<file path="src/rtl/dwc_defs.svh">
// Constants for the drive warning code encoder
`ifndef DWC_DEFS_SVH
`define DWC_DEFS_SVH

// ****************************************************************
// Sizes and timing
// ****************************************************************
`define DWC_NUM_WARN        10
`define DWC_PCT_DIV         100
`define DWC_CLK_MHZ         100
`define DWC_OPEN_PHASE_MS   1000
`define DWC_NUM_PHASE       3

// ****************************************************************
// Register byte offsets
// ****************************************************************
`define DWC_OFS_CTRL        8'h00
`define DWC_OFS_ERR_LVL     8'h04
`define DWC_OFS_PCT         8'h08
`define DWC_OFS_SON_LVL     8'h0C
`define DWC_OFS_STATUS      8'h10
`define DWC_OFS_CLEAR       8'h14

// ****************************************************************
// Field positions and reset values
// ****************************************************************
`define DWC_STAT_OPEN_BIT   16
`define DWC_STAT_VIB_BIT    17
`define DWC_STAT_LOAD_BIT   18
`define DWC_STAT_CODE_LSB   20
`define DWC_STAT_VALID_BIT  23
`define DWC_CLR_OPEN_BIT    0
`define DWC_RST_CTRL        32'h0000_0000
`define DWC_RST_LVL         32'h0000_FFFF
`define DWC_RST_PCT         32'h0064_0064

// ****************************************************************
// Setting values and codes (order a, b, c)
// ****************************************************************
`define DWC_SEL_ON          4'h1
`define DWC_EXT_REVERSE     4'h1
`define DWC_CODE_IDLE       3'h0
`define DWC_IDX_UNDERVOLT   8
`define DWC_CODE_TABLE      30'b111_111_011_011_101_101_001_110_000_100

`endif

</file>
<file path="src/rtl/dwc_pkg.sv">
// Types shared by the drive warning code encoder
package dwc_pkg;

    // Settings word held in the control register
    typedef struct packed {
        logic [11:0] spare;
        logic [3:0]  vibration_report_select;
        logic [3:0]  ext_encoder_usage;
        logic [3:0]  supply_phase_select;
        logic [3:0]  warning_detect_disable;
        logic [3:0]  code_output_select;
    } dwc_cfg_s;

    // Three code pins travelling together
    typedef struct packed {
        logic bit_a;
        logic bit_b;
        logic bit_c;
    } dwc_code_s;

    // Open-phase monitor states, Gray along the path
    typedef enum logic [1:0] {
        DWC_MON_OFF  = 2'b00,
        DWC_MON_RUN  = 2'b01,
        DWC_MON_TRIP = 2'b11
    } dwc_mon_e;

endpackage : dwc_pkg

</file>
<file path="src/rtl/dwc_top.sv">
// Drive warning detection and alarm code output encoder
// ****************************************************************
// How it works
// - Position error over scaled level: code HHH
// - Same at servo on, motor powered: HHH
// - Overload pre-alarm warning: code LHH
// - Vibration reported as warning: LHH, else as alarm
// - Regenerative overload pre-alarm warning: HLH
// - Dynamic brake overload pre-alarm warning: HLH
// - Low encoder battery warning: LLH
// - Restart-needed parameter changed: HHL
// - Undervoltage pre-alarm warning: LLL
// - Overtravel while motor powered: HLL
// - Warning codes shown only when selection is 1
// - Disable setting 1 keeps only undervoltage
// - Phase low over 1 s trips alarm
// - Third phase low faults unless select is 1
// - Phase check also at main power-on
// - Encoder direction mismatch while motor powered flags load error
// ****************************************************************
//
// Added by the designer: the Avalon-MM interface to the registers and the placing of the registers.
`timescale 1ns/1ps
`default_nettype none
`include "dwc_defs.svh"

module dwc_top
    import dwc_pkg::*;
#(
    parameter int ERR_W             = 32,
    parameter int OPEN_PHASE_CYCLES = `DWC_OPEN_PHASE_MS * 1000 * `DWC_CLK_MHZ
)
(
    input  wire logic             clk_in,
    input  wire logic             arst_n_in,
    input  wire logic [7:0]       avs_address_in,
    input  wire logic             avs_read_in,
    input  wire logic             avs_write_in,
    input  wire logic [31:0]      avs_writedata_in,
    input  wire logic [3:0]       avs_byteenable_in,
    output logic      [31:0]      avs_readdata_out,
    output logic                  avs_waitrequest_out,
    input  wire logic [ERR_W-1:0] pos_error_in,
    input  wire logic             motor_power_in,
    input  wire logic             overload_near_in,
    input  wire logic             vibration_in,
    input  wire logic             regen_near_in,
    input  wire logic             dbrake_near_in,
    input  wire logic             battery_low_in,
    input  wire logic             restart_param_in,
    input  wire logic             undervolt_near_in,
    input  wire logic             overtravel_in,
    input  wire logic             motor_dir_in,
    input  wire logic             ext_enc_dir_in,
    input  wire logic [2:0]       phase_low_in,
    input  wire logic             main_power_in,
    output logic                  code_out_bit_a_out,
    output logic                  code_out_bit_b_out,
    output logic                  code_out_bit_c_out,
    output logic                  code_valid_out,
    output logic                  vib_alarm_out,
    output logic                  load_err_alarm_out,
    output logic                  open_phase_alarm_out
);

    localparam int NW  = `DWC_NUM_WARN;
    localparam int PW  = 2 * ERR_W + 8;
    // Code table held as a constant so it can be part-selected
    localparam logic [3*NW-1:0] CODE_TABLE = `DWC_CODE_TABLE;

    if (ERR_W < 8 || ERR_W > 32)
    begin : g_chk
        $error("ERR_W must be 8..32");
    end

    // ****************************************************************
    // Registers and internal signals
    // ****************************************************************
    dwc_cfg_s          cfg_reg;
    logic [31:0]       err_lvl_reg;
    logic [31:0]       pct_reg;
    logic [31:0]       son_lvl_reg;
    logic              wait_reg;
    logic [31:0]       rdata_reg;
    logic [NW-1:0]     warn_reg;
    logic [NW-1:0]     warn_next;
    dwc_code_s         code_reg;
    dwc_code_s         code_next;
    logic              valid_reg;
    logic              valid_next;
    logic              vib_alarm_reg;
    logic              load_err_reg;
    logic              clr_open;
    logic              open_alarm;
    logic              wr_take;
    logic [31:0]       be_mask;
    logic [PW-1:0]     err_scaled;
    logic [PW-1:0]     lim_main;
    logic [PW-1:0]     lim_son;
    logic              vib_as_warn;
    logic              ext_dir;

    // ****************************************************************
    // Avalon slave: one wait cycle, then answer
    // ****************************************************************
    assign wr_take = avs_write_in && !wait_reg;
    assign be_mask = {{8{avs_byteenable_in[3]}}, {8{avs_byteenable_in[2]}},
                      {8{avs_byteenable_in[1]}}, {8{avs_byteenable_in[0]}}};

    // Waitrequest drops for one cycle per request
    always_ff @(posedge clk_in or negedge arst_n_in)
    begin
        if (!arst_n_in)
            wait_reg <= 1'b1;
        else if ((avs_read_in || avs_write_in) && wait_reg)
            wait_reg <= 1'b0;
        else
            wait_reg <= 1'b1;
    end

    // Read data captured as waitrequest drops
    always_ff @(posedge clk_in or negedge arst_n_in)
    begin
        if (!arst_n_in)
            rdata_reg <= 32'h0;
        else if (avs_read_in && wait_reg)
        begin
            unique case (avs_address_in)
                `DWC_OFS_CTRL:    rdata_reg <= cfg_reg;
                `DWC_OFS_ERR_LVL: rdata_reg <= err_lvl_reg;
                `DWC_OFS_PCT:     rdata_reg <= pct_reg;
                `DWC_OFS_SON_LVL: rdata_reg <= son_lvl_reg;
                `DWC_OFS_STATUS:
                begin
                    rdata_reg                                   <= 32'(warn_reg);
                    rdata_reg[`DWC_STAT_OPEN_BIT]               <= open_alarm;
                    rdata_reg[`DWC_STAT_VIB_BIT]                <= vib_alarm_reg;
                    rdata_reg[`DWC_STAT_LOAD_BIT]               <= load_err_reg;
                    rdata_reg[`DWC_STAT_CODE_LSB+:3]            <= code_reg;
                    rdata_reg[`DWC_STAT_VALID_BIT]              <= valid_reg;
                end
                default:          rdata_reg <= 32'h0;
            endcase
        end
    end

    // Settings writes, honouring byte enables
    always_ff @(posedge clk_in or negedge arst_n_in)
    begin
        if (!arst_n_in)
        begin
            cfg_reg     <= `DWC_RST_CTRL;
            err_lvl_reg <= `DWC_RST_LVL;
            pct_reg     <= `DWC_RST_PCT;
            son_lvl_reg <= `DWC_RST_LVL;
        end
        else if (wr_take)
        begin
            unique case (avs_address_in)
                `DWC_OFS_CTRL:
                    cfg_reg <= (cfg_reg & ~be_mask) | (avs_writedata_in & be_mask);
                `DWC_OFS_ERR_LVL:
                    err_lvl_reg <= (err_lvl_reg & ~be_mask) | (avs_writedata_in & be_mask);
                `DWC_OFS_PCT:
                    pct_reg <= (pct_reg & ~be_mask) | (avs_writedata_in & be_mask);
                `DWC_OFS_SON_LVL:
                    son_lvl_reg <= (son_lvl_reg & ~be_mask) | (avs_writedata_in & be_mask);
                default: ;
            endcase
        end
    end

    // Clear strobe for the open-phase alarm
    assign clr_open = wr_take && avs_address_in == `DWC_OFS_CLEAR
                      && avs_byteenable_in[0] && avs_writedata_in[`DWC_CLR_OPEN_BIT];

    // ****************************************************************
    // Warning detection
    // ****************************************************************
    // Compare error*100 against level*percent, no divider needed
    assign err_scaled  = PW'(pos_error_in) * PW'(`DWC_PCT_DIV);
    assign lim_main    = PW'(err_lvl_reg[ERR_W-1:0]) * PW'(pct_reg[15:0]);
    assign lim_son     = PW'(son_lvl_reg[ERR_W-1:0]) * PW'(pct_reg[31:16]);
    assign vib_as_warn = cfg_reg.vibration_report_select == `DWC_SEL_ON;

    // Raw warning set, index order follows warning number
    always_comb
    begin
        warn_next    = '0;
        warn_next[0] = err_scaled > lim_main;
        warn_next[1] = motor_power_in && err_scaled > lim_son;
        warn_next[2] = overload_near_in;
        warn_next[3] = vibration_in && vib_as_warn;
        warn_next[4] = regen_near_in;
        warn_next[5] = dbrake_near_in;
        warn_next[6] = battery_low_in;
        warn_next[7] = restart_param_in;
        warn_next[8] = undervolt_near_in;
        warn_next[9] = overtravel_in && motor_power_in;
        if (cfg_reg.warning_detect_disable == `DWC_SEL_ON)
            warn_next = warn_next & (NW'(1) << `DWC_IDX_UNDERVOLT);
    end

    // Active warning set
    always_ff @(posedge clk_in or negedge arst_n_in)
    begin
        if (!arst_n_in)
            warn_reg <= '0;
        else
            warn_reg <= warn_next;
    end

    // Vibration reported as an alarm when not a warning
    always_ff @(posedge clk_in or negedge arst_n_in)
    begin
        if (!arst_n_in)
            vib_alarm_reg <= 1'b0;
        else
            vib_alarm_reg <= vibration_in && !vib_as_warn;
    end

    // Motor and external encoder directions must agree
    assign ext_dir = ext_enc_dir_in ^ (cfg_reg.ext_encoder_usage == `DWC_EXT_REVERSE);

    always_ff @(posedge clk_in or negedge arst_n_in)
    begin
        if (!arst_n_in)
            load_err_reg <= 1'b0;
        else
            load_err_reg <= motor_power_in && (motor_dir_in != ext_dir);
    end

    // ****************************************************************
    // Code selection and output
    // ****************************************************************
    // Lowest active index wins; gated by the output setting
    always_comb
    begin
        code_next  = `DWC_CODE_IDLE;
        valid_next = 1'b0;
        for (int i = NW - 1; i >= 0; i--)
        begin
            if (warn_reg[i])
            begin
                code_next  = CODE_TABLE[3*(NW-1-i)+:3];
                valid_next = 1'b1;
            end
        end
        if (cfg_reg.code_output_select != `DWC_SEL_ON)
        begin
            code_next  = `DWC_CODE_IDLE;
            valid_next = 1'b0;
        end
    end

    // All three pins change on the same edge
    always_ff @(posedge clk_in or negedge arst_n_in)
    begin
        if (!arst_n_in)
        begin
            code_reg  <= `DWC_CODE_IDLE;
            valid_reg <= 1'b0;
        end
        else
        begin
            code_reg  <= code_next;
            valid_reg <= valid_next;
        end
    end

    // ****************************************************************
    // Open-phase monitor
    // ****************************************************************
    dwc_phase_mon #(
        .OPEN_PHASE_CYCLES (OPEN_PHASE_CYCLES)
    ) u_phase (
        .clk_in          (clk_in),
        .arst_n_in       (arst_n_in),
        .phase_low_in    (phase_low_in),
        .main_power_in   (main_power_in),
        .single_phase_in (cfg_reg.supply_phase_select == `DWC_SEL_ON),
        .clear_in        (clr_open),
        .alarm_out       (open_alarm)
    );

    // Outputs straight from flip-flops
    assign avs_readdata_out     = rdata_reg;
    assign avs_waitrequest_out  = wait_reg;
    assign code_out_bit_a_out   = code_reg.bit_a;
    assign code_out_bit_b_out   = code_reg.bit_b;
    assign code_out_bit_c_out   = code_reg.bit_c;
    assign code_valid_out       = valid_reg;
    assign vib_alarm_out        = vib_alarm_reg;
    assign load_err_alarm_out   = load_err_reg;
    assign open_phase_alarm_out = open_alarm;

    // ****************************************************************
    // Assertions
    // ****************************************************************
    a_pos_err_code: assert property (
        @(posedge clk_in) disable iff (!arst_n_in)
        (err_scaled > lim_main && cfg_reg.code_output_select == `DWC_SEL_ON
         && cfg_reg.warning_detect_disable != `DWC_SEL_ON)
        ##1 $stable(cfg_reg) |=> code_reg == 3'b111 && valid_reg)
        else $error("position error warning not coded HHH");

    a_son_needs_power: assert property (
        @(posedge clk_in) disable iff (!arst_n_in)
        !motor_power_in && !(err_scaled > lim_main) |=> !warn_reg[1])
        else $error("servo-on warning without motor power");

    a_overtravel_code: assert property (
        @(posedge clk_in) disable iff (!arst_n_in)
        warn_reg == 10'h200 && cfg_reg.code_output_select == `DWC_SEL_ON
        |=> code_reg == 3'b100)
        else $error("overtravel code not HLL");

    a_undervolt_code: assert property (
        @(posedge clk_in) disable iff (!arst_n_in)
        warn_reg[8:0] == 9'h100 && cfg_reg.code_output_select == `DWC_SEL_ON
        |=> code_reg == 3'b000 && valid_reg)
        else $error("undervoltage code not LLL");

    a_gate_output: assert property (
        @(posedge clk_in) disable iff (!arst_n_in)
        cfg_reg.code_output_select != `DWC_SEL_ON |=> !valid_reg
        && code_reg == `DWC_CODE_IDLE)
        else $error("warning code shown while output disabled");

    a_disable_mask: assert property (
        @(posedge clk_in) disable iff (!arst_n_in)
        cfg_reg.warning_detect_disable == `DWC_SEL_ON
        |=> warn_reg[7:0] == 8'h0 && warn_reg[9] == 1'b0 && warn_reg[8] == $past(undervolt_near_in))
        else $error("warning detected while detection disabled");

    a_battery_code: assert property (
        @(posedge clk_in) disable iff (!arst_n_in)
        warn_reg == 10'h040 && cfg_reg.code_output_select == `DWC_SEL_ON
        |=> code_reg == 3'b001)
        else $error("battery code not LLH");

    a_idle_when_none: assert property (
        @(posedge clk_in) disable iff (!arst_n_in)
        warn_reg == '0 |=> !valid_reg && code_reg == `DWC_CODE_IDLE)
        else $error("code not idle with no warning");

    a_vib_one_path: assert property (
        @(posedge clk_in) disable iff (!arst_n_in)
        vibration_in ##1 1'b1 |-> (vib_alarm_reg != warn_reg[3])
        || cfg_reg.warning_detect_disable == `DWC_SEL_ON || $changed(cfg_reg))
        else $error("vibration not reported on exactly one path");

    a_load_dir: assert property (
        @(posedge clk_in) disable iff (!arst_n_in)
        motor_power_in && motor_dir_in == ext_enc_dir_in
        && cfg_reg.ext_encoder_usage != `DWC_EXT_REVERSE |=> !load_err_reg)
        else $error("load error raised with matching directions");

    a_wait_answer: assert property (
        @(posedge clk_in) disable iff (!arst_n_in)
        (avs_read_in || avs_write_in) && wait_reg |=> !wait_reg ##1 wait_reg)
        else $error("waitrequest did not drop for exactly one cycle");

endmodule : dwc_top
`default_nettype wire

</file>
<file path="src/rtl/dwc_phase_mon.sv">
// Main circuit open-phase monitor
`timescale 1ns/1ps
`default_nettype none
`include "dwc_defs.svh"

module dwc_phase_mon
    import dwc_pkg::*;
#(
    parameter int OPEN_PHASE_CYCLES = `DWC_OPEN_PHASE_MS * 1000 * `DWC_CLK_MHZ
)
(
    input  wire logic       clk_in,
    input  wire logic       arst_n_in,
    input  wire logic [2:0] phase_low_in,
    input  wire logic       main_power_in,
    input  wire logic       single_phase_in,
    input  wire logic       clear_in,
    output logic            alarm_out
);

    if (OPEN_PHASE_CYCLES < 2 || OPEN_PHASE_CYCLES > 32'h7FFF_FFFF)
    begin : g_chk
        $error("OPEN_PHASE_CYCLES out of range");
    end

    logic [2:0]  ph_s1_reg;
    logic [2:0]  ph_s2_reg;
    logic        pwr_s1_reg;
    logic        pwr_s2_reg;
    logic [31:0] cnt_reg;
    dwc_mon_e    state_reg;
    logic        any_low;

    // ****************************************************************
    // Two-stage synchronisers, one per phase pin
    // ****************************************************************
    for (genvar i = 0; i < `DWC_NUM_PHASE; i++)
    begin : g_sync
        always_ff @(posedge clk_in or negedge arst_n_in)
        begin
            if (!arst_n_in)
            begin
                ph_s1_reg[i] <= 1'b0;
                ph_s2_reg[i] <= 1'b0;
            end
            else
            begin
                ph_s1_reg[i] <= phase_low_in[i];
                ph_s2_reg[i] <= ph_s1_reg[i];
            end
        end
    end

    // Power pin synchroniser
    always_ff @(posedge clk_in or negedge arst_n_in)
    begin
        if (!arst_n_in)
        begin
            pwr_s1_reg <= 1'b0;
            pwr_s2_reg <= 1'b0;
        end
        else
        begin
            pwr_s1_reg <= main_power_in;
            pwr_s2_reg <= pwr_s1_reg;
        end
    end

    // Single-phase setting ignores the third phase
    assign any_low = ph_s2_reg[0] | ph_s2_reg[1] | (ph_s2_reg[2] & ~single_phase_in);

    // ****************************************************************
    // Monitor: check at power-on, then time low phases
    // ****************************************************************
    always_ff @(posedge clk_in or negedge arst_n_in)
    begin
        if (!arst_n_in)
        begin
            state_reg <= DWC_MON_OFF;
            cnt_reg   <= 32'h0;
        end
        else
        begin
            unique case (state_reg)
                DWC_MON_OFF:
                begin
                    cnt_reg <= 32'h0;
                    if (pwr_s2_reg && any_low)
                        state_reg <= DWC_MON_TRIP;
                    else if (pwr_s2_reg)
                        state_reg <= DWC_MON_RUN;
                end
                DWC_MON_RUN:
                begin
                    cnt_reg <= any_low ? cnt_reg + 32'h1 : 32'h0;
                    if (!pwr_s2_reg)
                        state_reg <= DWC_MON_OFF;
                    else if (any_low && cnt_reg >= 32'(OPEN_PHASE_CYCLES))
                        state_reg <= DWC_MON_TRIP;
                end
                DWC_MON_TRIP:
                begin
                    cnt_reg <= 32'h0;
                    if (!pwr_s2_reg)
                        state_reg <= DWC_MON_OFF;
                end
                default:
                    state_reg <= DWC_MON_OFF;
            endcase
        end
    end

    // Sticky alarm; a new trip wins over a clear
    always_ff @(posedge clk_in or negedge arst_n_in)
    begin
        if (!arst_n_in)
            alarm_out <= 1'b0;
        else if (state_reg == DWC_MON_TRIP)
            alarm_out <= 1'b1;
        else if (clear_in)
            alarm_out <= 1'b0;
    end

    a_trip_sets_alarm: assert property (
        @(posedge clk_in) disable iff (!arst_n_in)
        state_reg == DWC_MON_TRIP |=> alarm_out)
        else $error("open-phase trip did not raise alarm");

endmodule : dwc_phase_mon
`default_nettype wire

</file>
<file path="config.mk">
export PLATFORM = sky130hd
export DESIGN_NAME = dwc_top
export DESIGN_NICKNAME = d
export VERILOG_FILES = /design/src/rtl/dwc_pkg.sv /design/src/rtl/dwc_top.sv /design/src/rtl/dwc_phase_mon.sv
export VERILOG_INCLUDE_DIRS = /design/src /design/src/rtl
export SDC_FILE = /design/constraint.sdc
export NUM_CORES = 2
export LEC_CHECK = 0
export ABC_AREA = 1
export ABC_CLOCK_PERIOD_IN_PS = 11000
export BUFFER_PORTS_ARGS = -buffer_cell sky130_fd_sc_hd__buf_4
export CAP_MARGIN = 20
export CORE_AREA = 2 2 276 332
export CTS_CLUSTER_SIZE = 28
export DETAILED_ROUTE_END_ITERATION = 12
export DIE_AREA = 0 0 278 334
export PLACE_DENSITY = 0.75
export SYNTH_ARGS = -nofsm -noshare
export SYNTH_HDL_FRONTEND = slang
export SYNTH_SLANG_ARGS = --single-unit
export TNS_END_PERCENT = 50
</file>
<file path="constraint.sdc">
create_clock -name clk_in -period 11 [get_ports clk_in]
set_input_delay 1.1 -clock clk_in [delete_from_list [all_inputs] [get_ports clk_in]]
set_output_delay 1.1 -clock clk_in [all_outputs]
set_load 0.03 [all_outputs]
</file>
# == Yosys cells after proc, flatten, opt, wreduce, memory -nomap -nowiden ==
# Index checks and enable logic that the tools add are counted.
# totals
regBits,220
wordCells,128
input_bits,95
out_inout_bits,40
# classes
bitwise,15
n_addsub,1
multipliers,3
n_mux,35
reduce_logical,26
eq_ne,16
order_cmp,3
# ops
operator,count
$and 32x32->32,5
$pmux 32 s5,1
$or 32x32->32,4
$gt 39x48->1,2
$mul 32x16->48,2
$pmux 32 s2,1
$mul 32x5->37 const B,1
$mux 3,11
$add 32x1->32 const B,1
$ge 32x27->1 const B,1
$mux 32,1
$not 32->32,1
$eq 4x1->1 const B,4
$eq 8x4->1 const B,2
$eq 8x5->1 const B,2
$mux 1,14
$logic_and 1x1->1,13
$mux 10,1
$mux 2,5
$eq 8x3->1 const B,1
$logic_not 8->1,1
$reduce_and 2->1,4
$pmux 2 s3,1
$ne 4x1->1 const B,1
other kinds (16),19

# == Depth between registers and ports, before layout ==
# logic_depth
ltp_word,11
depth_mapped,40
depth_no_buf,38

# == Cells and area by module ==
# From an unflattened synthesis, not the netlist that was laid out.
# hier_totals
cells_unflattened,6609
area_unflattened_um2,49563.8
# modules_own_cells
mod,seq_area_each_um2,cells_each,n_inst,area_each_um2
dwc_top,4478.0,6308,1,47239.1
dwc_phase_mon,1076.0,301,1,2324.7

# == Worst setup path before layout ==
# No wires, ideal clock.
# synth_path
kind,reg-to-reg
start,register (tool-made name)
end,register warn_reg[1]
t_arrival_ns,6.737
path_buffers,2
period_less_slack_ns,6.808
required_time_ns,10.928
slack_ns,4.192
path_stages_with_launch,35
setup_time_ns,0.072
path_cell_list,dfstp_2 clkbuf_1 clkbuf_1 nand2_1 fa_1 inv_1 fa_1 inv_1 fa_1 inv_1 fa_1 fa_1 inv_1 fa_1 inv_1 ha_1 nand2_1 nor2_1 inv_1 nor4_1 a21oi_1 xor2_1 ha_1 nand2_1 nor2_1 nand2_1 nor4_1 nand2_1 nand2_1 nand2_1 nand2_1 nand2_1 a21oi_1 nand4_1 nor2_1
# synth_lines
item,line_no,rtl
to (signal assigned),dwc_top.sv:210,warn_reg <= warn_next;
to (decl),dwc_top.sv:85,logic [NW-1:0] warn_reg;

==> impl_metrics.json <==
{
  "clockBufferDepth": 3,
  "wire_per_inst_um": 18.0,
  "synthFlopType": "dfrtp_1",
  "antenna_found_initial": 3,
  "overflow": 0,
  "hold_viol": 0,
  "drc": 0,
  "clock_latency_ps": 560,
  "max_stage_delay_ps": 1160,
  "worstPathArrival_ps": 8290,
  "critPathKind": "register to register",
  "gp_congestion": 0.942,
  "clkTransAtPathRegs_ps": 80,
  "drt_iter0_drc": 3152,
  "endpoint_kind": "register",
  "area_growth_pct": 5.11,
  "vias": 40700,
  "grt_pass1_vias": 43300,
  "min_period_over_period_pct": 71.1,
  "io_pins": 135,
  "dpl_cell_area_um2": 50500,
  "fin_ws_ps": 3170,
  "dieArea_um2": 92900,
  "clock-root-buffer": "clkbuf_16",
  "holdWs_ps": 346,
  "skew_ps": 23.5,
  "cts_sinks": 220,
  "period_minus_slack_ps": 7830,
  "status": "finished clean",
  "cts_tree": "built",
  "yosysSeqAreaShare_pct": 11.4,
  "crit_required_ps": 11460,
  "drive_above_1_share_pct": 4.64,
  "p_leak_nw": 28.4,
  "grt_max_degree": 81,
  "grt_pass1_wl_um": 223000,
  "drt_first_pass_iters": 6,
  "synth_nets": 7800,
  "synth_cell_type_count": 56,
  "setup_violations": 0,
  "row_count": 121,
  "dp_slack_ps": 3340,
  "maxClockFrequency_mhz": 128,
  "cts_buffers": 25,
  "h-tree-depth": 1,
  "core_um2": 90100,
  "routed_via_density": 5.41,
  "final_util_pct": 57.0,
  "synth_cells": 6422,
  "dp_hpwl_um": 110000,
  "maxSlewHeadroom_pct": 25.3,
  "slew_violations": 0,
  "cap_viol_max_count": 0,
  "wl_um": 136000,
  "ys_warn_count": 0,
  "cts_resized": 0,
  "regArea_um2": 5560,
  "synth_enable_flop_cells": 0,
  "rsz0062_at_grt": "no",
  "initial_utilization_pct": 54.2,
  "ant_nets": 0,
  "cp_max_fo": 34,
  "ys_ff_latch": 220,
  "start_kind": "register",
  "hold_path.class": "register to register",
  "syn-cell-area_um2": 48800,
  "async_flop_share_pct": 100,
  "hold_start": "u_phase.ph_s1_reg[1]",
  "cp_slowest_cell": "dfstp_2",
  "nets": 7715,
  "crit_path_frequent_cell": "fa_1",
  "port_buffers": 134,
  "die_y_um": 334,
  "die_w_um": 278,
  "final.setup.tns_ps": 0,
  "cts_setup_buffers": 0,
  "peakVddDrop_mv": 0.0995,
  "worst_slew_pin_slew_ps": 1120,
  "cts_hold_buffers": 0,
  "multiInputGateArea_um2": 35800,
  "grt_usage_pct": 30.1,
  "power.density_nw_per_um2": 57.9,
  "fillCellCount": 8327,
  "syn_area_per_cell_um2": 7.61,
  "design_area_um2": 51300
}
==> per-layer routing <==
layer | share of wire (%) | global-route usage [%]
met5 | 0 | 0
met1 | 37 | 36.4
met4 | 4.5 | 12.8
met2 | 50 | 53.9
met3 | 7.8 | 4.06
==> critical path: cells and delay by family (launching register included) <==
family | cells | cell delay [ps]
compound gates | 1 | 170
xor+xnor | 1 | 170
fa+ha+maj | 8 | 3680
buf+inv | 5 | 250
flops | 1 | 1160
simple gates | 14 | 2270
==> cell usage after synthesis, types with 4 or more instances <==
| master | instances | area (um^2) |
|---|---|---|
| nand2_1 | 1776 | 6670 |
| inv_1 | 1661 | 6230 |
| fa_1 | 863 | 17300 |
| ha_1 | 420 | 5260 |
| nor2_1 | 266 | 998 |
| clkbuf_1 | 250 | 938 |
| o21ai_0 | 226 | 1130 |
| a21oi_1 | 217 | 1090 |
| dfrtp_1 | 181 | 4530 |
| nand3_1 | 97 | 485 |
| xor2_1 | 67 | 587 |
| xnor2_1 | 58 | 508 |
| nand4_1 | 41 | 257 |
| dfstp_2 | 39 | 1020 |
| nor3_1 | 35 | 175 |
| a221oi_1 | 20 | 175 |
| buf_2 | 19 | 95.1 |
| a31oi_1 | 18 | 113 |
| buf_1 | 15 | 56.3 |
| o21bai_1 | 15 | 113 |
| a21o_1 | 14 | 105 |
| nor4_1 | 12 | 75.1 |
| o21a_1 | 9 | 67.6 |
| buf_6 | 8 | 90.1 |
| a22o_1 | 7 | 61.3 |
| a32o_1 | 7 | 70.1 |
| nand3b_1 | 7 | 52.6 |
| a21boi_0 | 6 | 45.0 |
| nor2_2 | 6 | 37.5 |
| and2_1 | 5 | 31.3 |
| o21ai_2 | 5 | 43.8 |
| buf_4 | 4 | 30.0 |
| nor3_2 | 4 | 40.0 |
| nor4_2 | 4 | 50.1 |
| o22ai_1 | 4 | 25.0 |
==> final cells by class <==
cell class                      count  area share (%)
Tap cell                         1168            2.85
Sequential cell                   220            10.8
Antenna cell                        1         0.00487
Multi-Input combinational cell   4244            69.8
Inverter                         1662            12.2
Clock inverter                      8           0.168
Clock buffer                       38            1.37
Timing Repair Buffer              184            2.82
==> report_power, final <==
part / internal (mW) / switching (mW)
clock network: 0.469 / 0.358
logic: 0.436 / 0.804
registers: 0.845 / 0.0584
total: 1.75 / 1.22
==> placed cells by master (no fill, tap or decap), types with 9 or more instances in the layout <==
master,n
a21o_1,14
a21oi_1,217
a221oi_1,20
a31oi_1,18
buf_4,180
clkbuf_1,10
clkbuf_16,25
dfrtp_1,180
dfstp_2,39
fa_1,863
ha_1,420
inv_1,1661
nand2_1,1776
nand3_1,97
nand4_1,41
nor2_1,265
nor3_1,35
nor4_1,12
o21a_1,9
o21ai_0,226
o21bai_1,15
xnor2_1,58
xor2_1,67
==> path summary, 6_finish.rpt <==
path	cells after the start	slack [ps]	endpoint
setup / recovery	29	3170	warn_reg[1]
hold / removal	0	350	u_phase.ph_s2_reg[1]
setup reg to reg	29	3170	warn_reg[1]
hold reg to reg	0	350	u_phase.ph_s2_reg[1]
max in group asynchronous	3	8220	asynchronous set/reset pin
min in group asynchronous	1	530	u_phase.ph_s1_reg[0]
==> logic make-up after synthesis <==
family | after synthesis | synth area share, %
adders and majority gates | 1283 | 46.1
buffers and inverters | 1958 | 15.2
AOI/OAI and AO/OA | 567 | 6.56
and+or+nand+nor | 2269 | 18.5
xor gates and xnor gates | 125 | 2.24
DFF | 220 | 11.4
==> stage by stage <==
stage / std cells / total power [mW]
floorplan: 6422 / 1.73
CTS: 7523 / 2.96
global placement: 7475 / 2.10
detailed placement: 7477 / 2.14
finish: 7525 / 2.97
global route: 7524 / 3.17
Note: power is estimated with default switching activity, not from simulation.
